### src/hdl/rsc_pkg.sv
// Purpose: Shared constants and types for the system reset controller
// Assumes: 32-bit register port, byte offsets, four processor modules
// Notes:   Offsets, field positions and reset values live only here
package rsc_pkg;
    localparam int NPROC  = 4;
    localparam int AW     = 8;
    localparam int DW     = 32;
    localparam int UMSK_W = 16;
    localparam int ITGT_W = 4;
    localparam int LED_W  = 8;
    localparam int SINT_W = 15;
    localparam int SERR_W = 8;
    localparam int IRQ_W  = 6;

    // Register offsets
    localparam logic [AW-1:0] OFF_SCS   = 8'h00;
    localparam logic [AW-1:0] OFF_VME   = 8'h04;
    localparam logic [AW-1:0] OFF_IST   = 8'h08;
    localparam logic [AW-1:0] OFF_IMSK  = 8'h0c;
    localparam logic [AW-1:0] OFF_UMSK  = 8'h10;
    localparam logic [AW-1:0] OFF_ITGT  = 8'h14;
    localparam logic [AW-1:0] OFF_LED   = 8'h18;
    localparam logic [AW-1:0] OFF_IOMMU = 8'h1c;
    localparam logic [AW-1:0] OFF_SINT  = 8'h20;
    localparam logic [AW-1:0] OFF_SERR  = 8'h24;
    localparam logic [AW-1:0] OFF_MOD0  = 8'h40;

    // Field positions
    localparam int SCS_SOFT_B   = 0;
    localparam int SCS_SWITCH_B = 1;
    localparam int SCS_SWREQ_B  = 2;
    localparam int VME_RSTO_B   = 0;
    localparam int VME_TGT_B    = 1;
    localparam int MOD_CACHE_B  = 0;
    localparam int MOD_MMU_B    = 1;
    localparam int MOD_SNOOP_B  = 2;
    localparam int MOD_BOOT_B   = 3;
    localparam int MOD_SI_B     = 4;
    localparam int MOD_WDOG_B   = 5;
    localparam int IRQ_WDOG_LSB = 0;
    localparam int IRQ_SWITCH_B = 4;
    localparam int IRQ_VMEIN_B  = 5;

    // Reset values
    localparam logic [UMSK_W-1:0] UMSK_RST = 16'hffff;
    localparam logic [ITGT_W-1:0] ITGT_RST = 4'h0;
    localparam logic [LED_W-1:0]  LED_RST  = 8'hff;

    // Timing counts in ref_clk cycles
    localparam logic [4:0] SYS_HOLD_CYC = 5'h10;
    localparam logic [3:0] LOC_HOLD_CYC = 4'h8;

    typedef enum logic [1:0] {
        ST_IDLE = 2'b01,
        ST_HOLD = 2'b10
    } rsc_fsm_e;

    typedef struct packed {
        logic [AW-1:0] addr;
        logic [DW-1:0] wdata;
        logic          wr;
        logic          rd;
    } rsc_bus_s;

    // Asynchronous pins and straps
    typedef struct packed {
        logic             push_switch_reset;
        logic             vme_reset_in;
        logic             vme_in_jmp;
        logic             vme_out_jmp;
        logic             slot1_master;
        logic [NPROC-1:0] wdog_trap;
    } rsc_pins_s;

    typedef struct packed {
        logic [NPROC-1:0] cache_en;
        logic [NPROC-1:0] mmu_en;
        logic [NPROC-1:0] snoop_en;
        logic [NPROC-1:0] boot_mode;
        logic [NPROC-1:0] si;
        logic [NPROC-1:0] wdog_flag;
        logic [NPROC-1:0] wbuf_flush;
        logic [NPROC-1:0] local_rst;
    } rsc_mod_s;

    typedef struct packed {
        logic              sys_io_rst;
        logic              vme_rst_out;
        logic              vme_target_enable;
        logic [UMSK_W-1:0] umask;
        logic [ITGT_W-1:0] itgt;
        logic [LED_W-1:0]  leds;
        logic              iommu_en;
        logic [SINT_W-1:0] soft_int;
        logic [SERR_W-1:0] sys_err;
        logic              sys_wbuf_flush;
        logic              timer_init;
    } rsc_io_s;

    typedef struct packed {
        rsc_fsm_e               fsm;
        logic [4:0]             cnt;
        logic                   soft_flag;
        logic                   switch_flag;
        logic                   vme_cause;
        logic                   vme_sw;
        logic                   prev_sw;
        logic                   prev_vme;
        logic [NPROC-1:0]       prev_wd;
        logic [NPROC-1:0][3:0]  lcnt;
        logic [IRQ_W-1:0]       ist;
        logic [IRQ_W-1:0]       imsk;
        rsc_mod_s               mod;
        rsc_io_s                io;
        logic [DW-1:0]          rdata;
        logic                   irq;
        logic                   bcast;
    } rsc_st_s;
endpackage : rsc_pkg

### src/hdl/rsc_ctrl.sv
// Purpose: System reset controller: gathers reset sources, records cause,
//          drives post-reset state of processor modules and system I/O
// Assumes: rst is the power-on reset; pins are asynchronous
// Notes:   Status and mask survive system reset
// How it works
// - Four system sources; VME-in gated by jumper, slot.
// - Watchdog resets one processor, raises level-15 broadcast.
// - Per-processor local reset, diagnostics only.
// - Caches, memory, registers untouched by reset.
// - System reset hits all I/O together.
// - Software VME reset out needs jumper, software times.
// - Switch acts like power-on, recorded in status.
// - System reset sets module state to boot defaults.
// - Watchdog keeps caches; sets boot and watchdog flag.
// - Soft flag: cleared by POR/switch, set by software.
// - Switch flag: cleared by POR/software, set by switch.
// - System reset drives I/O bus reset; VMEbus reset unless VME-in caused it.
// - Reset loads mask, target, slave enable, LEDs.
// - Reset clears IOMMU, soft ints, errors; flushes, timers.
`timescale 1ns/1ps
module rsc_ctrl (
    input  logic                      ref_clk,     // 100 MHz system clock
    input  logic                      rst,         // Power-on reset, async
    input  rsc_pkg::rsc_bus_s         bus,         // Register port request
    output logic [rsc_pkg::DW-1:0]    rdata,       // Read data, one cycle later
    input  rsc_pkg::rsc_pins_s        pins,        // Async reset pins, straps
    input  logic [rsc_pkg::SERR_W-1:0] sys_err_evt, // System error pulses
    output rsc_pkg::rsc_mod_s         mod,         // Processor module controls
    output rsc_pkg::rsc_io_s          io,          // System I/O reset state
    output logic                      irq,         // Level interrupt
    output logic                      bcast_l15    // Level-15 broadcast
);
    import rsc_pkg::*;

    rsc_st_s          q;
    rsc_st_s          d;
    rsc_pins_s        p;
    logic [$bits(rsc_pins_s)-1:0] sync_q;
    logic             sw_edge;
    logic             vme_in_ok;
    logic             sw_req;
    logic             start;
    logic [NPROC-1:0] wd_edge;
    logic [IRQ_W-1:0] ist_set;

    function automatic logic mod_hit(input logic [AW-1:0] a);
        return a[AW-1:4] == OFF_MOD0[AW-1:4];
    endfunction : mod_hit

    // Pin levels from other domains
    rsc_sync #(.W($bits(rsc_pins_s))) u_sync (
        .ref_clk (ref_clk),
        .rst     (rst),
        .d       (pins),
        .q       (sync_q)
    );
    assign p = rsc_pins_s'(sync_q);

    always_comb begin
        d         = q;
        d.rdata   = '0;

        sw_edge   = p.push_switch_reset & ~q.prev_sw;
        wd_edge   = p.wdog_trap & ~q.prev_wd;
        // Incoming VME reset is ignored when we own slot one
        vme_in_ok = p.vme_reset_in & p.vme_in_jmp & ~p.slot1_master;
        sw_req    = bus.wr && bus.addr == OFF_SCS && bus.wdata[SCS_SWREQ_B];
        start     = sw_edge | vme_in_ok | sw_req;

        d.prev_sw  = p.push_switch_reset;
        d.prev_vme = vme_in_ok;
        d.prev_wd  = p.wdog_trap;

        d.mod.wbuf_flush     = '0;
        d.io.sys_wbuf_flush  = 1'b0;
        d.io.timer_init      = 1'b0;

        // Sticky status: set wins over write-one-to-clear
        ist_set = '0;
        ist_set[IRQ_WDOG_LSB +: NPROC] = wd_edge;
        ist_set[IRQ_SWITCH_B]          = sw_edge;
        ist_set[IRQ_VMEIN_B]           = vme_in_ok & ~q.prev_vme;
        if (bus.wr && bus.addr == OFF_IST) begin
            d.ist = q.ist & ~bus.wdata[IRQ_W-1:0];
        end
        d.ist = d.ist | ist_set;
        d.io.sys_err = d.io.sys_err | sys_err_evt;

        // Register writes
        if (bus.wr && q.fsm == ST_IDLE) begin
            unique case (bus.addr)
                OFF_VME: begin
                    d.vme_sw               = bus.wdata[VME_RSTO_B];
                    d.io.vme_target_enable = bus.wdata[VME_TGT_B];
                end
                OFF_IMSK:  d.imsk        = bus.wdata[IRQ_W-1:0];
                OFF_UMSK:  d.io.umask    = bus.wdata[UMSK_W-1:0];
                OFF_ITGT:  d.io.itgt     = bus.wdata[ITGT_W-1:0];
                OFF_LED:   d.io.leds     = bus.wdata[LED_W-1:0];
                OFF_IOMMU: d.io.iommu_en = bus.wdata[0];
                OFF_SINT:  d.io.soft_int = bus.wdata[SINT_W-1:0];
                OFF_SERR:  d.io.sys_err  = (q.io.sys_err & ~bus.wdata[SERR_W-1:0]) | sys_err_evt;
                default: begin
                end
            endcase
        end

        // Per-processor local resets: only the affected module moves
        for (int i = 0; i < NPROC; i++) begin
            if (q.lcnt[i] != 4'h0) begin
                d.lcnt[i] = q.lcnt[i] - 4'h1;

                if (q.lcnt[i] == 4'h1) begin
                    d.mod.local_rst[i] = 1'b0;
                    d.mod.si[i]        = 1'b0;
                end
            end else if (q.fsm == ST_IDLE && wd_edge[i]) begin
                // Caches, MMU, snoop untouched; buffers drain normally
                d.mod.local_rst[i] = 1'b1;
                d.lcnt[i]          = LOC_HOLD_CYC;
                d.mod.boot_mode[i] = 1'b1;
                d.mod.si[i]        = 1'b0;
                d.mod.wdog_flag[i] = 1'b1;

            end else if (bus.wr && q.fsm == ST_IDLE && mod_hit(bus.addr)
                         && bus.addr[3:2] == 2'(i)) begin
                d.mod.cache_en[i]  = bus.wdata[MOD_CACHE_B];
                d.mod.mmu_en[i]    = bus.wdata[MOD_MMU_B];
                d.mod.snoop_en[i]  = bus.wdata[MOD_SNOOP_B];
                d.mod.boot_mode[i] = bus.wdata[MOD_BOOT_B];
                // Local reset stalls snooping; meant for diagnostics
                if (bus.wdata[MOD_SI_B]) begin
                    d.mod.si[i]        = 1'b1;
                    d.mod.local_rst[i] = 1'b1;
                    d.lcnt[i]          = LOC_HOLD_CYC;
                end
            end
        end

        // System reset sequencer
        unique case (q.fsm)
            ST_IDLE: begin
                if (start) begin
                    d.fsm       = ST_HOLD;
                    d.cnt       = SYS_HOLD_CYC;
                    d.vme_cause = ~sw_edge & ~sw_req;

                    if (sw_edge) begin
                        d.switch_flag = 1'b1;
                        d.soft_flag   = 1'b0;
                    end else if (sw_req) begin
                        d.soft_flag   = 1'b1;
                        d.switch_flag = 1'b0;
                    end
                end
            end
            ST_HOLD: begin
                if (q.cnt != 5'h0) begin
                    d.cnt = q.cnt - 5'h1;
                end else if (!p.push_switch_reset && !vme_in_ok) begin
                    d.fsm = ST_IDLE;
                end
            end
        endcase

        // Whole system held in its initial state; no partial reset.
        // Memory, cache contents and CPU registers are never touched.
        if (d.fsm == ST_HOLD) begin
            d.io.sys_io_rst        = 1'b1;
            d.mod.local_rst        = '1;
            d.lcnt                 = '0;
            d.mod.cache_en         = '0;
            d.mod.mmu_en           = '0;
            d.mod.snoop_en         = '0;
            d.mod.boot_mode        = '1;
            d.mod.si               = '0;
            d.mod.wdog_flag        = '0;
            d.mod.wbuf_flush       = '1;

            d.vme_sw               = 1'b0;

            d.io.umask             = UMSK_RST;
            d.io.vme_target_enable = 1'b0;
            d.io.itgt              = ITGT_RST;
            d.io.leds              = LED_RST;

            d.io.iommu_en          = 1'b0;
            d.io.soft_int          = '0;
            d.io.sys_err           = '0;
            d.io.sys_wbuf_flush    = 1'b1;
            d.io.timer_init        = 1'b1;
        end else if (q.fsm == ST_HOLD) begin
            d.io.sys_io_rst = 1'b0;
            d.mod.local_rst = '0;
        end
        // VME-in cause does not echo back onto the bus it came from
        d.io.vme_rst_out = (d.fsm == ST_HOLD && !d.vme_cause)
                           | (d.vme_sw & p.vme_out_jmp);

        // Read data, registered
        if (bus.rd) begin
            unique case (bus.addr)
                OFF_SCS:   d.rdata = DW'({q.switch_flag, q.soft_flag});
                OFF_VME:   d.rdata = DW'({q.io.vme_target_enable, q.vme_sw});
                OFF_IST:   d.rdata = DW'(q.ist);
                OFF_IMSK:  d.rdata = DW'(q.imsk);
                OFF_UMSK:  d.rdata = DW'(q.io.umask);
                OFF_ITGT:  d.rdata = DW'(q.io.itgt);
                OFF_LED:   d.rdata = DW'(q.io.leds);
                OFF_IOMMU: d.rdata = DW'(q.io.iommu_en);
                OFF_SINT:  d.rdata = DW'(q.io.soft_int);
                OFF_SERR:  d.rdata = DW'(q.io.sys_err);
                default: begin
                    if (mod_hit(bus.addr)) begin
                        d.rdata = DW'({q.mod.wdog_flag[bus.addr[3:2]], q.mod.si[bus.addr[3:2]],
                                       q.mod.boot_mode[bus.addr[3:2]], q.mod.snoop_en[bus.addr[3:2]],
                                       q.mod.mmu_en[bus.addr[3:2]], q.mod.cache_en[bus.addr[3:2]]});
                    end
                end
            endcase
        end

        d.irq   = |(d.ist & d.imsk);
        d.bcast = |d.ist[IRQ_WDOG_LSB +: NPROC];
    end

    // Power-on: both flags cleared, sequencer enters the hold
    always_ff @(posedge ref_clk or posedge rst) begin
        if (rst) begin
            q                   <= '0;
            q.fsm               <= ST_HOLD;
            q.cnt               <= SYS_HOLD_CYC;

            q.io.sys_io_rst     <= 1'b1;
            q.io.vme_rst_out    <= 1'b1;
            q.mod.local_rst     <= '1;
            q.mod.boot_mode     <= '1;
            q.io.umask          <= UMSK_RST;
            q.io.leds           <= LED_RST;
        end else begin
            q <= d;
        end
    end

    assign rdata     = q.rdata;
    assign mod       = q.mod;
    assign io        = q.io;
    assign irq       = q.irq;
    assign bcast_l15 = q.bcast;
endmodule : rsc_ctrl

### src/hdl/rsc_sync.sv
// Purpose: Two-flop synchroniser for a group of asynchronous inputs
// Assumes: Each bit is an independent level
// Notes:   Only the second stage may be read by other logic
`timescale 1ns/1ps
module rsc_sync #(
    parameter int W = 1
) (
    input  logic         ref_clk, // System clock
    input  logic         rst,     // Async reset, active high
    input  logic [W-1:0] d,       // Asynchronous inputs
    output logic [W-1:0] q        // Synchronised levels
);
    logic [W-1:0] meta_q;

    always_ff @(posedge ref_clk or posedge rst) begin
        if (rst) begin
            meta_q <= '0;
            q      <= '0;
        end else begin
            meta_q <= d;
            q      <= meta_q;
        end
    end
endmodule : rsc_sync

### config.mk
export PLATFORM = sky130hd
export DESIGN_NAME = rsc_ctrl
export DESIGN_NICKNAME = d
export VERILOG_FILES = /design/src/hdl/rsc_pkg.sv /design/src/hdl/rsc_ctrl.sv /design/src/hdl/rsc_sync.sv
export SDC_FILE = /design/constraint.sdc
export NUM_CORES = 1
export LEC_CHECK = 0
export ABC_AREA = 1
export BUFFER_PORTS_ARGS = -buffer_cell sky130_fd_sc_hd__clkbuf_2
export CAP_MARGIN = 10
export CORE_MARGIN = 10
export CORE_UTILIZATION = 50
export CTS_BUF_LIST = sky130_fd_sc_hd__clkbuf_8
export CTS_CLUSTER_SIZE = 24
export DETAILED_ROUTE_END_ITERATION = 8
export PLACE_DENSITY_LB_ADDON = 0.05
export SLEW_MARGIN = 10
export SYNTH_ARGS = -nofsm -noshare
export SYNTH_HDL_FRONTEND = slang
export SYNTH_SLANG_ARGS = --single-unit
export TNS_END_PERCENT = 50
### constraint.sdc
create_clock -name ref_clk -period 12.95 [get_ports ref_clk]
set_input_delay 2.59 -clock ref_clk [delete_from_list [all_inputs] [get_ports ref_clk]]
set_output_delay 2.59 -clock ref_clk [all_outputs]
set_load 0.02 [all_outputs]
Word level (Yosys, flattened, before mapping)

Index checks and enable logic that the tools add are counted.

Bits in registers: 186

$add $sub $neg: 5
Order comparisons: 1
Equal/unequal tests: 38
Multiplexer cells: 136
Bitwise operators: 24
Reduce and logical (&&, ||, !) cells: 96

Operators by type and width:

| operator              | number |
|---|---|
| $pmux W16 S10         | 1 |
| $mux W1               | 93 |
| $mux W4               | 14 |
| $mux W55              | 1 |
| $mux W53              | 1 |
| $mux W16              | 3 |
| $reduce_bool A4 Y1    | 12 |
| $reduce_bool A5 Y1    | 9 |
| $reduce_and A3 Y1     | 13 |
| $reduce_and A2 Y1     | 19 |
| $reduce_bool A2 Y1    | 17 |
| $eq A8 B5 Y1 const B  | 4 |
| $mux W28              | 1 |
| $mux W6               | 4 |
| $eq A4 B1 Y1 const B  | 4 |
| $eq A8 B4 Y1 const B  | 2 |
| $eq A8 B6 Y1 const B  | 2 |
| $mux W8               | 2 |
| $ne A2 B1 Y1 const B  | 8 |
| $ne A4 B1 Y1 const B  | 4 |
| $or A8 B8 Y8          | 2 |
| $sub A4 B1 Y4 const B | 4 |
| $logic_and A1 B1 Y1   | 15 |
| $mux W15              | 1 |
| 29 further kinds      | 64 |

Logic depth before layout (Yosys ltp)

Depth in word-level cells: 11
Depth in mapped cells: 12
Gate-level depth less buffers: 11

Cells and area by module

From an unflattened synthesis, not the netlist that was laid out.

Cell total of the unflattened synthesis: 1022
Area total of the unflattened synthesis: 8418.1 µm²

Modules (own cells, without submodules):

| module   | instances | cells each | area an instance (µm²) | sequential area each (µm²) |
|---|---|---|---|---|
| rsc_ctrl | 1         | 1003       | 7963.9                 | 3723.6 |
| rsc_sync | 1         | 19         | 454.2                  | 450.4 |

Worst setup path before layout

No wires, ideal clock.

Path kind: input -> register
Start: input port bus[41] (netlist name)
End: register q[150] (netlist name)
Library setup time: 0.129 ns
Data arrival time: 3.764 ns
Slack: 9.058 ns
Stages on the path: 10
Buffers on the path: 2
Cells stage by stage: nor2_2 -> nand2_2 -> nor2_4 -> nand2_2 -> nand3_2 -> nand2_4 -> buf_6 -> buf_4 -> o311ai_0 -> inv_1

Longest elaborated chain between the ends: 9
Elaborated cells between the ends (all ways): 14
Classes of those cells: eq/ne (2); mux (3); bitwise (1); reduce/logical (8)

Ends and longest elaborated chain:

| element                           | RTL line        | source |
|---|---|---|
| start: declaration                | rsc_ctrl.sv:24  | `input rsc_pkg::rsc_bus_s bus,` |
| $logic_not A8 Y1                  | rsc_ctrl.sv:67  | `sw_req = bus.wr && bus.addr == OFF_SCS && bus.wdata[SCS_SWREQ_B];` |
| $logic_and A1 B1 Y1 (2 in series) | rsc_ctrl.sv:67  |  |
| $or A1 B1 Y1                      | rsc_ctrl.sv:68  | `start = sw_edge \| vme_in_ok \| sw_req;` |
| $mux W10                          | rsc_ctrl.sv:143 | `if (start) begin` |
| $pmux W7 S2                       | rsc_ctrl.sv:141 | `unique case (q.fsm)` |
| $eq A2 B2 Y1                      | rsc_ctrl.sv:168 | `if (d.fsm == ST_HOLD) begin` |
| $reduce_bool A4 Y1 (no line)      | --              |  |
| $reduce_and A2 Y1 (no line)       | --              |  |
| end: declaration                  | rsc_ctrl.sv:35  | `rsc_st_s q;` |

Several ways; a longest one is shown, not always the timed one. The select of a mux whose other input is x is not followed.
A chain may end at the register's enable or synchronous reset.

Final worst setup path

Start: input port bus[41] (netlist name)
End: register, netlist name io[12]

Longest elaborated chain between the ends: 9
Elaborated cells between the ends (all ways): 12
Classes of those cells: eq/ne (2); mux (3); bitwise (1); reduce/logical (6)

Ends and longest elaborated chain:

| element                           | RTL line |
|---|---|
| $logic_not A8 Y1                  | rsc_ctrl.sv:67 |
| $logic_and A1 B1 Y1 (2 in series) | rsc_ctrl.sv:67 |
| $or A1 B1 Y1                      | rsc_ctrl.sv:68 |
| $mux W10                          | rsc_ctrl.sv:143 |
| $pmux W7 S2                       | rsc_ctrl.sv:141 |
| $eq A2 B2 Y1                      | rsc_ctrl.sv:168 |
| $reduce_bool A2 Y1 (no line)      | -- |
| $reduce_and A2 Y1 (no line)       | -- |

Several ways; a longest one is shown, not always the timed one. The select of a mux whose other input is x is not followed.

==> impl_metrics.json <==
{
  "worstMarginPinSlew_ns": 0.9833,
  "holdWs_ns": 0.3546,
  "coreArea_um2": 16640,
  "peakVddDrop_mv": 0.1287,
  "avgSynthCellArea_um2": 8.610,
  "clk_pin_slew_ns": 0.09,
  "cts_sinks": 165,
  "die_w_um": 150.4,
  "dr_wl_met2_mm": 10.19,
  "fin_crit_ns": 4.878,
  "leakagePower_uw": 0.004477,
  "hold_viol": 0,
  "synth_top_area_cell": "dfrtp_1",
  "htree_levels": 4,
  "vias": 6326,
  "start_kind": "input pin",
  "finalMaxSlewViolations": 0,
  "fp.dieArea_um2": 22610,
  "rsz0062_at_grt": "no",
  "power.density_nw_per_um2": 174.5,
  "postSynthCellCount": 987,
  "hp-class": "register to register",
  "cts_max_path_buffers": 2,
  "wl_met1_mm": 9.796,
  "relSlewSlack_pct": 34.45,
  "synth.area.top_cells": "dfrtp_1 (38%), dfstp_2 (11%), buf_4 (11%)",
  "yosys_warnings": 0,
  "drtIter0Drc": 409,
  "period_share_pct": 37.67,
  "wl_mm": 21.93,
  "drtAntennaViolNets": 0,
  "cp-end-kind": "register",
  "seqCellArea_um2": 4174,
  "rows": 47,
  "synth_top_area_share_pct": 37.99,
  "gp_congestion": 0.8717,
  "wl_per_cell_um": 17.33,
  "cts_root_buf": "clkbuf_8",
  "insertion_delay_ns": 0.45,
  "numCtsBuffers": 17,
  "start_util_pct": 51.06,
  "nets": 1098,
  "drc": 0,
  "final_cell_mix": "nand2_1 (217), clkbuf_2 (151), dfrtp_1 (129)",
  "ys_ff_latch": 165,
  "grt_use_total_pct": 19.52,
  "grt_pass1_wl_mm": 34.16,
  "syn_to_final_growth_pct": 5.021,
  "final_common_cell": "nand2_1",
  "dr.pass1.iters": 4,
  "fillers": 1605,
  "status": "finished clean",
  "vias_per_cell": 5.001,
  "topRoutingLayerUsed": "met5",
  "cts_tree": "built",
  "grt_pass1_vias": 6133,
  "diodes": 0,
  "overflow": 0,
  "grt_max_degree": 89,
  "ys_types": 48,
  "setup_viol": 0,
  "crit_type": "input pin to register",
  "cts_resized": 0,
  "ctsHoldBuffers": 0,
  "cp.arrival_ns": 5.20,
  "postCtsSetupBuffers": 0,
  "io-pin-count": 184,
  "synth.cell_area_um2": 8498,
  "crit_fanout": 59,
  "crit_required_ns": 13.27,
  "cap_violations": 0,
  "clock.fmax_mhz": 205.0,
  "portBuffers": 151,
  "layout-drive-gt1-share_pct": 26.60,
  "synth_seq_area_share_pct": 49.12,
  "finalSetupTns_ns": 0,
  "wl_met3_mm": 1.678,
  "fin_worst_skew_ns": 0.009085,
  "dp_hpwl_mm": 16.07,
  "antenna_found_initial": 2,
  "multi_input_area_um2": 2945,
  "chipHeight_um": 150.4
}
==> worst paths after layout <==
kind / startpoint / endpoint / slack (ns) / cells past startpoint
setup / recovery: bus[41] / io[12]$_DFFE_PP0P_ / 8.07 / 11
hold / removal: u_sync.meta_q[7]$_DFF_PP0_ / u_sync.q[7]$_DFF_PP0_ / 0.35 / 0
setup reg to reg: q[167]$_DFF_PP1_ / io[17]$_DFFE_PP0P_ / 9.66 / 8
hold reg to reg: u_sync.meta_q[7]$_DFF_PP0_ / u_sync.q[7]$_DFF_PP0_ / 0.35 / 0
max in group asynchronous: rst / q[140]$_DFFE_PP0P_ / 9.19 / 3
min in group asynchronous: rst / io[7]$_DFF_PP0_ / 2.27 / 2
==> worst max-delay path, stage by stage <==
cell,delay (ns)
clkbuf_2,0.12
nor2_2,0.23
nand2_2,0.22
nor2_4,0.17
nand2_2,0.09
nand3_2,0.10
nand2_4,0.40
inv_2,0.76
a21oi_2,0.27
nand2_1,0.12
o21ai_0,0.08
==> synth_stat cells, drive strengths merged <==
master	number
nand2	231
buf	141
dfrtp	129
nor2	107
inv	94
o21ai	88
a21oi	57
dfstp	36
nand3	28
a22oi	12
nand4	9
nor3	9
a31oi	5
ha	5
xor2	5
o211ai	4
a21boi	3
clkbuf	3
o22ai	3
a41oi	2
clkinv	2
nor4	2
o31ai	2
a211o	1
a211oi	1
conb	1
mux2	1
nand3b	1
nor3b	1
o21a	1
o311ai	1
or2	1
xnor2	1
==> final cells by class <==
| type | count | share of cell area, % |
|---|---|---|
| Sequential cell | 165 | 46.77 |
| Multi-Input combinational cell | 597 | 33.00 |
| Timing Repair Buffer | 155 | 8.804 |
| Inverter | 96 | 4.108 |
| Tap cell | 220 | 3.084 |
| Clock buffer | 18 | 2.776 |
| Clock inverter | 14 | 1.458 |
==> state kept, by name (all words and copies together), names as in the netlist <==
register	flops
bcast_l15	1
io	55
irq	1
mod	29
q	45
rdata	16
u_sync.meta_q	9
u_sync.q	9
==> stage by stage <==
stage               worst slack, ns  util [%]  area [um^2]  instances  power (uW)
floorplan                     5.958         -         8554       1002        1142
global placement              7.659     51.36         8547       1233        1203
detailed placement            7.617     51.36         8547       1233        1212
CTS                           8.115     53.63         8925       1265        1572
global route                  7.846     53.63         8925       1265        1668
finish                        8.072     53.63         8925       1265        1558
==> metal layers <==
layer | up-vias | global-route usage [%]
met5 | - | 0
met1 | 2998 | 25.98
met4 | 4 | 4.665
met3 | 20 | 5.372
met2 | 188 | 30.95
li1 | 3116 | -
==> kinds of logic after synthesis <==
logic type               count (synthesis)  share of synthesized area [%]
AND/OR/NAND/NOR                        389                          20.45
AO/OA/AOI/OAI                          180                          12.01
adder cells (fa/ha/maj)                  5                         0.7362
XOR/XNOR                                 6                         0.6184
other                                    1                        0.04413
multiplexers                             1                         0.1325
flip-flops                             165                          49.12
buffers and inverters                  240                          16.89
==> power breakdown <==
group	total [uW]	switching, uW	internal [uW]
Combinational	526	382	144
Sequential	671	56.4	615
Clock	361	201	159
Note: power is estimated with default switching activity, not from simulation.
